File: config.mk
export PLATFORM = sky130hd
export DESIGN_NAME = digital_video_out_port
export DESIGN_NICKNAME = d
export VERILOG_FILES = /design/src/hdl/digital_video_out_port.v /design/src/hdl/field_stall_cond.v /design/src/hdl/pixel_fifo.v
export VERILOG_INCLUDE_DIRS = /design/src /design/src/inc
export SDC_FILE = /design/constraint.sdc
export NUM_CORES = 1
export LEC_CHECK = 0
export BUFFER_PORTS_ARGS = -buffer_cell sky130_fd_sc_hd__buf_2
export CELL_PAD_IN_SITES_DETAIL_PLACEMENT = 1
export CELL_PAD_IN_SITES_GLOBAL_PLACEMENT = 1
export CORE_MARGIN = 2
export CORE_UTILIZATION = 49
export DETAILED_ROUTE_END_ITERATION = 6
export GPL_TIMING_DRIVEN = 0
export HOLD_SLACK_MARGIN = 0.1
export PLACE_DENSITY = 0.9
export SLEW_MARGIN = 20
export SYNTH_ARGS = -nofsm -noshare
export SYNTH_HDL_FRONTEND = slang
export SYNTH_HIERARCHICAL = 1
export SYNTH_SLANG_ARGS = --single-unit
File: constraint.sdc
create_clock -name i_clk_sys -period 4.66 [get_ports i_clk_sys]
set_input_delay 0.466 -clock i_clk_sys [delete_from_list [all_inputs] [get_ports i_clk_sys]]
set_output_delay 0.466 -clock i_clk_sys [all_outputs]
set_load 0.02 [all_outputs]
File: src/inc/dvo_port_defs.vh
// Constants for the digital video output port
`ifndef DVO_PORT_DEFS_VH
`define DVO_PORT_DEFS_VH

// Field/stall input modes
`define FS_MODE_OFF 2'h0
`define FS_MODE_FIELD 2'h1
`define FS_MODE_STALL 2'h2

// Shared pixel clock pin roles
`define PIXCLK_ROLE_REF 2'h0
`define PIXCLK_ROLE_IRQ_B 2'h1
`define PIXCLK_ROLE_IRQ_C 2'h2

// Shared interrupt routing
`define IRQ_ROUTE_B 1'h0
`define IRQ_ROUTE_C 1'h1

// Pixel and bus widths
`define PIX_WIDTH 24
`define HALF_WIDTH 12
`define TMG_WIDTH 12
`define FIFO_DEPTH 16
`define FIFO_AW 4

// Forwarded clock: system clock divided by two
`define SYS_CLK_MHZ 200
`define FWD_CLK_MAX_MHZ 165
`define FWD_CLK_DIV 2

// Card identification register offset
`define CARD_IDENT_REG_OFFSET 32'h00071408

// Pin synchroniser layout and reset value
`define SYNC_W 17
`define SYNC_RST 17'h0017f // Idle levels, so no false irq after reset
`define SYNC_TW_LSB 0
`define SYNC_IRQ_N 6
`define SYNC_PIXCLK 7
`define SYNC_DETECT 8
`define SYNC_STRAP_LSB 9

// Strap capture delay in enabled cycles after reset release
`define STRAP_CAPTURE_CNT 2'h3

`endif

File: src/hdl/digital_video_out_port.v
// Digital video output port with shared side-band pins
// Contract
// Shared pixel clock pin can be chosen as dot clock PLL reference.
// Shared pixel clock pin can instead be an interrupt for either port.
// Field mode aligns overlay field with encoder field for interleaved use.
// Active stall input stalls the pixel pipeline for one horizontal line.
// Field/stall input has programmable polarity and an ignore setting.
// Drive differential forwarded clock up to 165 MHz, true phase primary.
// Put 12 bits on each forwarded clock edge, 24 bits per period.
// Horizontal and vertical syncs each have their own polarity.
// Blank mode: blank output marks active pixels without border.
// Border mode: blank output marks active pixels plus border.
// Active-low interrupt pin routable to either port; partner drives it.
// All two-wire pins float while hard reset is held.
// Provide control bus pair and two display data channel pairs.
// Card straps eight-bit identity; device captures it for software.
// Card-detect strap high means graphics bus, low means video mode.
// In video mode the captured identity is readable at 71408h.
// Low half of each pixel on first edge, high half on second.
`timescale 1ns/1ps
`default_nettype none
`include "dvo_port_defs.vh"
module digital_video_out_port (
	// Clock, reset, enable
	input wire i_clk_sys,
	input wire i_reset_n,
	input wire i_clk_en,
	// Pixel stream in
	input wire [23:0] i_pix_data,
	input wire i_pix_valid,
	output wire o_pix_ready,
	// Timing configuration
	input wire [11:0] i_h_active,
	input wire [11:0] i_h_border,
	input wire [11:0] i_h_sync_start,
	input wire [11:0] i_h_sync_width,
	input wire [11:0] i_h_total,
	input wire [11:0] i_v_active,
	input wire [11:0] i_v_border,
	input wire [11:0] i_v_sync_start,
	input wire [11:0] i_v_sync_width,
	input wire [11:0] i_v_total,
	input wire i_hsync_pol,
	input wire i_vsync_pol,
	input wire i_blank_border_mode,
	// Video port pins
	output reg o_port_c_fwd_clock,
	output reg o_port_c_fwd_clock_n,
	output reg [11:0] o_port_c_pixel_bus,
	output reg o_port_c_hsync_out,
	output reg o_port_c_vsync_out,
	output reg o_port_c_blank_n,
	// Field/stall inputs and configuration
	input wire i_port_b_field_stall_in,
	input wire i_port_c_field_stall_in,
	input wire [1:0] i_fs_b_mode,
	input wire i_fs_b_pol,
	input wire [1:0] i_fs_c_mode,
	input wire i_fs_c_pol,
	input wire i_overlay_interleaved,
	// Field/stall results
	output reg o_port_b_field,
	output reg o_port_b_field_sync,
	output reg o_port_b_stall,
	output reg o_port_c_field,
	output reg o_port_c_field_sync,
	output wire o_port_c_stalled,
	// Shared clock/interrupt pins
	input wire i_shared_pixclk_or_irq_in,
	input wire [1:0] i_pixclk_mode,
	input wire i_shared_video_irq_n,
	input wire i_irq_route,
	output reg o_dot_clock_pll_ref_sel,
	output reg o_port_b_irq,
	output reg o_port_c_irq,
	// Two-wire pins
	input wire i_mux_ctrl_bus_scl,
	output wire o_mux_ctrl_bus_scl,
	output wire o_mux_ctrl_bus_scl_oe_n,
	input wire i_mux_ctrl_bus_sda,
	output wire o_mux_ctrl_bus_sda,
	output wire o_mux_ctrl_bus_sda_oe_n,
	input wire i_primary_ddc_scl,
	output wire o_primary_ddc_scl,
	output wire o_primary_ddc_scl_oe_n,
	input wire i_primary_ddc_sda,
	output wire o_primary_ddc_sda,
	output wire o_primary_ddc_sda_oe_n,
	input wire i_secondary_ddc_scl,
	output wire o_secondary_ddc_scl,
	output wire o_secondary_ddc_scl_oe_n,
	input wire i_secondary_ddc_sda,
	output wire o_secondary_ddc_sda,
	output wire o_secondary_ddc_sda_oe_n,
	// Two-wire core side
	input wire [5:0] i_twowire_drive_low,
	output wire [5:0] o_twowire_level,
	// Straps and identity
	input wire [7:0] i_card_ident_strap,
	input wire i_card_detect,
	output reg o_dvo_mode,
	output reg [7:0] o_card_ident_reg,
	output reg o_ident_valid
);
	// ***************************************
	// Functions
	// ***************************************

	// True while cnt lies in [start, start+len)
	function in_window;
		input [11:0] cnt;
		input [11:0] start;
		input [11:0] len;
		reg [12:0] end_pos;
		begin
			end_pos = {1'b0, start} + {1'b0, len};
			in_window = ({1'b0, cnt} >= {1'b0, start}) &&
				({1'b0, cnt} < end_pos);
		end
	endfunction

	// True on the last count of a period of the given total
	function at_last;
		input [11:0] cnt;
		input [11:0] total;
		begin
			at_last = (cnt == (total - 12'h001));
		end
	endfunction

	// ***************************************
	// Pin synchronisers
	// ***************************************
	reg [16:0] sync1;
	reg [16:0] sync2;
	wire [16:0] pins;

	assign pins = {i_card_ident_strap, i_card_detect,
		i_shared_pixclk_or_irq_in, i_shared_video_irq_n,
		i_secondary_ddc_sda, i_secondary_ddc_scl,
		i_primary_ddc_sda, i_primary_ddc_scl,
		i_mux_ctrl_bus_sda, i_mux_ctrl_bus_scl};

	// Two stages; only the second stage is read by logic
	always @(posedge i_clk_sys) begin
		if (!i_reset_n) begin
			sync1 <= `SYNC_RST;
			sync2 <= `SYNC_RST;
		end else if (i_clk_en) begin
			sync1 <= pins;
			sync2 <= sync1;
		end
	end

	// ***************************************
	// Two-wire pins
	// ***************************************
	reg [5:0] tw_oe_n;

	// Open drain: output level is always low, enable decides
	assign o_mux_ctrl_bus_scl = 1'b0;
	assign o_mux_ctrl_bus_sda = 1'b0;
	assign o_primary_ddc_scl = 1'b0;
	assign o_primary_ddc_sda = 1'b0;
	assign o_secondary_ddc_scl = 1'b0;
	assign o_secondary_ddc_sda = 1'b0;
	assign o_mux_ctrl_bus_scl_oe_n = tw_oe_n[0];
	assign o_mux_ctrl_bus_sda_oe_n = tw_oe_n[1];
	assign o_primary_ddc_scl_oe_n = tw_oe_n[2];
	assign o_primary_ddc_sda_oe_n = tw_oe_n[3];
	assign o_secondary_ddc_scl_oe_n = tw_oe_n[4];
	assign o_secondary_ddc_sda_oe_n = tw_oe_n[5];
	assign o_twowire_level = sync2[5:0];

	// Reset beats the enable so the pins float at once
	always @(posedge i_clk_sys) begin
		if (!i_reset_n) begin
			tw_oe_n <= 6'h3f;
		end else if (i_clk_en) begin
			tw_oe_n <= ~i_twowire_drive_low;
		end
	end

	// ***************************************
	// Shared clock and interrupt pins
	// ***************************************
	wire pixclk_s;
	wire irq_s;

	assign pixclk_s = sync2[`SYNC_PIXCLK];
	assign irq_s = !sync2[`SYNC_IRQ_N];

	// Role of the shared clock pin and interrupt routing
	always @(posedge i_clk_sys) begin
		if (!i_reset_n) begin
			o_dot_clock_pll_ref_sel <= 1'b0;
			o_port_b_irq <= 1'b0;
			o_port_c_irq <= 1'b0;
		end else if (i_clk_en) begin
			o_dot_clock_pll_ref_sel <=
				(i_pixclk_mode == `PIXCLK_ROLE_REF);
			o_port_b_irq <=
				((i_pixclk_mode == `PIXCLK_ROLE_IRQ_B) && pixclk_s) ||
				((i_irq_route == `IRQ_ROUTE_B) && irq_s);
			o_port_c_irq <=
				((i_pixclk_mode == `PIXCLK_ROLE_IRQ_C) && pixclk_s) ||
				((i_irq_route == `IRQ_ROUTE_C) && irq_s);
		end
	end

	// ***************************************
	// Straps
	// ***************************************
	reg [1:0] cap_cnt;

	// Straps are caught once, after the synchroniser has filled
	always @(posedge i_clk_sys) begin
		if (!i_reset_n) begin
			cap_cnt <= 2'h0;
			o_dvo_mode <= 1'b0;
			o_card_ident_reg <= 8'h00;
			o_ident_valid <= 1'b0;
		end else if (i_clk_en && !o_ident_valid) begin
			cap_cnt <= cap_cnt + 2'h1;
			if (cap_cnt == `STRAP_CAPTURE_CNT) begin
				o_ident_valid <= 1'b1;
				o_dvo_mode <= !sync2[`SYNC_DETECT];
				o_card_ident_reg <= sync2[`SYNC_DETECT] ? 8'h00 :
					sync2[16:9];
			end
		end
	end

	// ***************************************
	// Field and stall inputs
	// ***************************************
	wire b_field;
	wire b_edge;
	wire b_stall;
	wire c_field;
	wire c_edge;
	wire c_stall;

	field_stall_cond u_fs_b (
		.i_clk_sys(i_clk_sys),
		.i_reset_n(i_reset_n),
		.i_clk_en(i_clk_en),
		.i_pin(i_port_b_field_stall_in),
		.i_mode(i_fs_b_mode),
		.i_pol(i_fs_b_pol),
		.o_field(b_field),
		.o_field_edge(b_edge),
		.o_stall_req(b_stall)
	);

	field_stall_cond u_fs_c (
		.i_clk_sys(i_clk_sys),
		.i_reset_n(i_reset_n),
		.i_clk_en(i_clk_en),
		.i_pin(i_port_c_field_stall_in),
		.i_mode(i_fs_c_mode),
		.i_pol(i_fs_c_pol),
		.o_field(c_field),
		.o_field_edge(c_edge),
		.o_stall_req(c_stall)
	);

	// Overlay field follows the encoder only for interleaved sources
	always @(posedge i_clk_sys) begin
		if (!i_reset_n) begin
			o_port_b_field <= 1'b0;
			o_port_b_field_sync <= 1'b0;
			o_port_b_stall <= 1'b0;
			o_port_c_field <= 1'b0;
			o_port_c_field_sync <= 1'b0;
		end else if (i_clk_en) begin
			o_port_b_field <= b_field && i_overlay_interleaved;
			o_port_b_field_sync <= b_edge && i_overlay_interleaved;
			o_port_b_stall <= b_stall;
			o_port_c_field <= c_field && i_overlay_interleaved;
			o_port_c_field_sync <= c_edge && i_overlay_interleaved;
		end
	end

	// ***************************************
	// Pixel FIFO
	// ***************************************
	wire [23:0] fifo_data;
	wire fifo_valid;
	wire fifo_pop;

	pixel_fifo #(
		.WIDTH(`PIX_WIDTH),
		.DEPTH(`FIFO_DEPTH),
		.AW(`FIFO_AW)
	) u_fifo (
		.i_clk_sys(i_clk_sys),
		.i_reset_n(i_reset_n),
		.i_clk_en(i_clk_en),
		.i_data(i_pix_data),
		.i_valid(i_pix_valid),
		.o_ready(o_pix_ready),
		.o_data(fifo_data),
		.o_valid(fifo_valid),
		.i_ready(fifo_pop)
	);

	// ***************************************
	// Timing and output pipeline
	// ***************************************
	reg phase;
	reg [11:0] hcnt;
	reg [11:0] vcnt;
	reg [12:0] stall_cnt;
	reg [11:0] upper_hold;
	wire stalled;
	wire active;
	wire bordered;
	wire mark;

	assign stalled = (stall_cnt != 13'h0000);
	assign o_port_c_stalled = stalled;
	assign active = (hcnt < i_h_active) && (vcnt < i_v_active);
	assign bordered = in_window(hcnt, 12'h000, i_h_active + i_h_border) &&
		in_window(vcnt, 12'h000, i_v_active + i_v_border);
	assign mark = i_blank_border_mode ? bordered : active;
	// Pixels are taken only at a period start; an empty FIFO shows black
	assign fifo_pop = !phase && active && !stalled;

	// Line stall counted in system cycles, so its length ignores phase
	always @(posedge i_clk_sys) begin
		if (!i_reset_n) begin
			stall_cnt <= 13'h0000;
		end else if (i_clk_en) begin
			if (c_stall && !stalled) begin
				stall_cnt <= {i_h_total, 1'b0};
			end else if (stalled) begin
				stall_cnt <= stall_cnt - 13'h0001;
			end
		end
	end

	// Raster counters advance at the end of each unstalled pixel period
	always @(posedge i_clk_sys) begin
		if (!i_reset_n) begin
			hcnt <= 12'h000;
			vcnt <= 12'h000;
		end else if (i_clk_en && phase && !stalled) begin
			if (at_last(hcnt, i_h_total)) begin
				hcnt <= 12'h000;
				vcnt <= at_last(vcnt, i_v_total) ? 12'h000 :
					vcnt + 12'h001;
			end else begin
				hcnt <= hcnt + 12'h001;
			end
		end
	end

	// Clock is system clock over two, so 100 MHz stays under the limit
	always @(posedge i_clk_sys) begin
		if (!i_reset_n) begin
			phase <= 1'b0;
			o_port_c_fwd_clock <= 1'b0;
			o_port_c_fwd_clock_n <= 1'b1;
			o_port_c_pixel_bus <= 12'h000;
			upper_hold <= 12'h000;
			o_port_c_hsync_out <= 1'b0;
			o_port_c_vsync_out <= 1'b0;
			o_port_c_blank_n <= 1'b0;
		end else if (i_clk_en) begin
			phase <= !phase;
			o_port_c_fwd_clock <= !phase;
			o_port_c_fwd_clock_n <= phase;
			if (!phase) begin
				// First edge carries the low half
				if (fifo_pop && fifo_valid) begin
					o_port_c_pixel_bus <= fifo_data[11:0];
					upper_hold <= fifo_data[23:12];
				end else begin
					o_port_c_pixel_bus <= 12'h000;
					upper_hold <= 12'h000;
				end
				o_port_c_hsync_out <= in_window(hcnt, i_h_sync_start,
					i_h_sync_width) ^ i_hsync_pol;
				o_port_c_vsync_out <= in_window(vcnt, i_v_sync_start,
					i_v_sync_width) ^ i_vsync_pol;
				o_port_c_blank_n <= mark && !stalled;
			end else begin
				o_port_c_pixel_bus <= upper_hold;
			end
		end
	end
endmodule
`default_nettype wire

File: src/hdl/field_stall_cond.v
// Field/stall input conditioner: sync, polarity, mode decode
`timescale 1ns/1ps
`default_nettype none
`include "dvo_port_defs.vh"
module field_stall_cond (
	// Clock and control
	input wire i_clk_sys,
	input wire i_reset_n,
	input wire i_clk_en,
	// Pin and configuration
	input wire i_pin,
	input wire [1:0] i_mode,
	input wire i_pol,
	// Decoded results
	output reg o_field,
	output reg o_field_edge,
	output reg o_stall_req
);
	reg sync1;
	reg sync2;
	reg sync3;
	wire act;
	wire act_prev;

	// High polarity bit means the input is active low
	assign act = sync2 ^ i_pol;
	assign act_prev = sync3 ^ i_pol;

	// Pin synchroniser, then one more stage for edge finding
	always @(posedge i_clk_sys) begin
		if (!i_reset_n) begin
			sync1 <= 1'b0;
			sync2 <= 1'b0;
			sync3 <= 1'b0;
		end else if (i_clk_en) begin
			sync1 <= i_pin;
			sync2 <= sync1;
			sync3 <= sync2;
		end
	end

	// Mode decode; the off setting ignores the pin entirely
	always @(posedge i_clk_sys) begin
		if (!i_reset_n) begin
			o_field <= 1'b0;
			o_field_edge <= 1'b0;
			o_stall_req <= 1'b0;
		end else if (i_clk_en) begin
			o_field <= (i_mode == `FS_MODE_FIELD) && act;
			o_field_edge <= (i_mode == `FS_MODE_FIELD) && (sync2 != sync3);
			o_stall_req <= (i_mode == `FS_MODE_STALL) && act && !act_prev;
		end
	end
endmodule
`default_nettype wire

File: src/hdl/pixel_fifo.v
// Pixel word FIFO with valid/ready on both sides
`timescale 1ns/1ps
`default_nettype none
module pixel_fifo #(
	parameter WIDTH = 24,
	parameter DEPTH = 16,
	parameter AW = 4
) (
	// Clock and control
	input wire i_clk_sys,
	input wire i_reset_n,
	input wire i_clk_en,
	// Fill side
	input wire [WIDTH-1:0] i_data,
	input wire i_valid,
	output wire o_ready,
	// Drain side
	output wire [WIDTH-1:0] o_data,
	output wire o_valid,
	input wire i_ready
);
	reg [WIDTH-1:0] mem [0:DEPTH-1];
	reg [AW-1:0] wr_ptr;
	reg [AW-1:0] rd_ptr;
	reg [AW:0] count;
	wire push;
	wire pop;

	// Full and empty come from the count, never from pointer guesses
	assign o_ready = (count != DEPTH[AW:0]) && i_clk_en;
	assign o_valid = (count != {(AW+1){1'b0}});
	assign o_data = mem[rd_ptr];
	assign push = i_valid && o_ready;
	assign pop = o_valid && i_ready && i_clk_en;

	// Storage array has no reset; only pointers and count need a defined value
	always @(posedge i_clk_sys) begin
		if (push) begin
			mem[wr_ptr] <= i_data;
		end
	end

	// Pointers and occupancy
	always @(posedge i_clk_sys) begin
		if (!i_reset_n) begin
			wr_ptr <= {AW{1'b0}};
			rd_ptr <= {AW{1'b0}};
			count <= {(AW+1){1'b0}};
		end else if (i_clk_en) begin
			if (push) begin
				wr_ptr <= wr_ptr + {{(AW-1){1'b0}}, 1'b1};
			end
			if (pop) begin
				rd_ptr <= rd_ptr + {{(AW-1){1'b0}}, 1'b1};
			end
			if (push && !pop) begin
				count <= count + {{AW{1'b0}}, 1'b1};
			end else if (pop && !push) begin
				count <= count - {{AW{1'b0}}, 1'b1};
			end
		end
	end
endmodule
`default_nettype wire

==> results.ini <==
[placement]
pre_cts_slack_ns=-0.0894
place_inst=2943
hpwl_um=55200
io_buffer_count=230
place_area_um2=28400
gp_congestion=0.893

[layout]
regArea_um2=14600
fillers=5351
reg.largest.list=u_fifo/mem x384, sync1 x17, sync2 x17
largest_reg_flops=384
nNetsFinal=2660
syn_to_final_growth_pct=17.3
multiInputGateArea_um2=10600
layoutNonFillerInstCount=3049
top_register=u_fifo/mem
drive_gt1_share_pct=22.1
fin_area_um2=30300

[routing]
drt_first_pass_iters=5
wire_per_inst_um=25.4
viasPerCell=6.02
drt_iter0_drc=1423
wl_um=77400
route.detailed.drc=0
ant_nets=0
dr_total_vias=18364

[timing]
tightestPinTransition_ns=1.04
timing.final.ws_setup_ns=0.368
maxSlewViolCount=0
period_share_pct=92.1
max_slew_margin_pct=30.4
setup_viol=0
rsz0062_at_grt=no
final_hold_viol_count=0
setup_tns_ns=0
finalClockSkew_ns=0.0243
fmax_ghz=0.233
final.min_clock_period_ns=4.29

[outcome]
status=finished, final reports clean

[clock_network]
cts_sinks=539
cts_buffers=53
clk_pin_slew_ns=0.07
cts-root-buf=clkbuf_16
cts_tree=done
insertion_delay_ns=0.60
postCtsSetupBuffers=0
clk_path_buf_depth=3
h-tree-depth=2

[critical_path]
crit_end=u_fifo/count[4]
crit_buf_inv=3
r2r_end=u_fifo/count[4]
worst_path_max_delay_cell=or4_4
crit_type=reg -> reg
crit_chain=inv_1 -> ha_1 -> nor3b_2 -> nand2_1 -> nor3_4 -> inv_2 -> or3_1 -> or4_4 -> nor3_4 -> o211ai_4 -> ha_1 -> inv_1 -> ha_1 -> a21oi_1 -> and3_1 -> o21a_1 -> mux2i_1
critPathTopFamily=simple AND/OR/NAND/NOR gates
crit_top_cell=ha_1
rr_worst_depth=17
critPathArrivalTime_ns=4.81
crit_path_end_kind=flip-flop
cp_slowest_stage_delay_ns=0.59
cp_data_required_time_ns=5.18
worst-path-stages=17
startpoint_type=flip-flop
startpoint=stall_cnt[0]
reg2reg_slack_ns=0.37
worstReg2RegStart=stall_cnt[0]
worstPathMaxFanout=7

[floorplanning]
die_x_um=233
rows=84
start_util_pct=49.3
boundaryPins=241
die_area_um2=54500
design.core.area_um2=52300
die_h_um=233

[global_route]
grt_pass1_vias=19914
antenna_found_initial=7
overflow=0
grt_usage_pct=28.3
grt_pass1_wl_um=116000
grt_max_degree=20

[power_and_ir_drop]
p_total_mw=11.5
powerDensity_nw_per_um2=381
leakage_nw=11.5
ir_worst_vdd_uv=379

[logic_synthesis]
netlist_instances=1995
synth_seq_cells=539
netlist.area_leader.share_pct=44.7
yosys_warnings=6
synth_area_leaders=edfxtp_1 (45%), dfxtp_1 (12%), mux4_2 (8.4%)
syn_area_um2=25800
synth-async-reset-ratio_pct=0
synth-edff-count=384
yosysMostFrequentCell=edfxtp_1
yosysUniqueCellTypes=78
synth-seq-area-share_pct=56.7
synthFlopType=edfxtp_1
yosys.area.top_type=edfxtp_1
postSynthAreaPerCell_um2=12.9
synth_commonest_cells=edfxtp_1 (384), nor2_1 (171), dfxtp_1 (155)

[flow_run]
maxCapViolCount=0

[hold_path]
min_path_type=in -> reg

cell usage in the layout (no fill, tap or decap), drive strengths merged, types with 61 or more instances in the layout:
cell	instances
edfxtp	384
buf	296
nor2	171
dfxtp	155
ha	151
nand2	120
clkbuf	114
a21oi	112
mux4	96
inv	87
a22oi	61
worst min path at each step:
stage / from / endpoint / cells after the start
after CTS: i_card_ident_strap[3] / sync1[12] / 3
after floorplan: sync1[0] / sync1[0] / 2
after global routing: i_card_ident_strap[6] / sync1[15] / 3
final: i_card_ident_strap[3] / sync1[12] / 3
after detailed placement: sync2[1] / sync2[1] / 2
after global placement: sync1[6] / sync1[6] / 2
worst register-to-register path: stages (launching register included):
cell	delay, ns
dfxtp_1	0.33
inv_1	0.07
ha_1	0.17
nor3b_2	0.27
nand2_1	0.22
nor3_4	0.31
inv_2	0.16
or3_1	0.34
or4_4	0.59
nor3_4	0.20
o211ai_4	0.14
ha_1	0.22
inv_1	0.19
ha_1	0.32
a21oi_1	0.21
and3_1	0.18
o21a_1	0.13
mux2i_1	0.17
cell families after synthesis:
kind of cell,synth area share (%)
flops,56.7
simple gates,10.1
compound gates,8.84
buf+inv,3.00
fa+ha+maj,7.71
mux,10.5
xor+xnor,3.16
other cells,0.0145
layer usage:
metal	vias to the layer above	share of wire (%)	GRT usage [%]
met3	204	6.6	4.00
met5	-	0.052	0
li1	8157	-	-
met1	9208	37	33.3
met2	789	52	51.2
met4	6	4.3	13.1
area by class of cell:
cell class                      count  area share [%]
Timing Repair Buffer              263            5.40
Antenna cell                        3          0.0248
Multi-Input combinational cell   1281            34.9
Inverter                           86            1.07
Clock buffer                       61            4.62
Sequential cell                   539            48.4
Clock inverter                     34            1.30
Buffer                             94            1.49
Tap cell                          688            2.84
per-stage QoR:
step / hold slack [ns] / utilization, %
2_1_floorplan: 0.441 / -
3_3_place_gp: 0.455 / 53.2
3_5_place_dp: 0.464 / 54.2
4_1_cts: 0.103 / 57.8
5_1_grt: 0.121 / 57.8
6_report: 0.120 / 57.8
power breakdown:
| group | switching (mW) | internal [mW] | leakage, nW |
|---|---|---|---|
| registers | 0.0953 | 5.25 | 4.72 |
| logic | 1.05 | 0.712 | 5.89 |
| clock network | 1.89 | 2.55 | 0.860 |
what timing repair did:
item	in CTS	in global routing
endpoints found under the setup margin	2	2
hold buffers	8	0
resized for setup	2	3
endpoints found under the hold margin	8	0
Note: power is estimated with default switching activity, not from simulation.
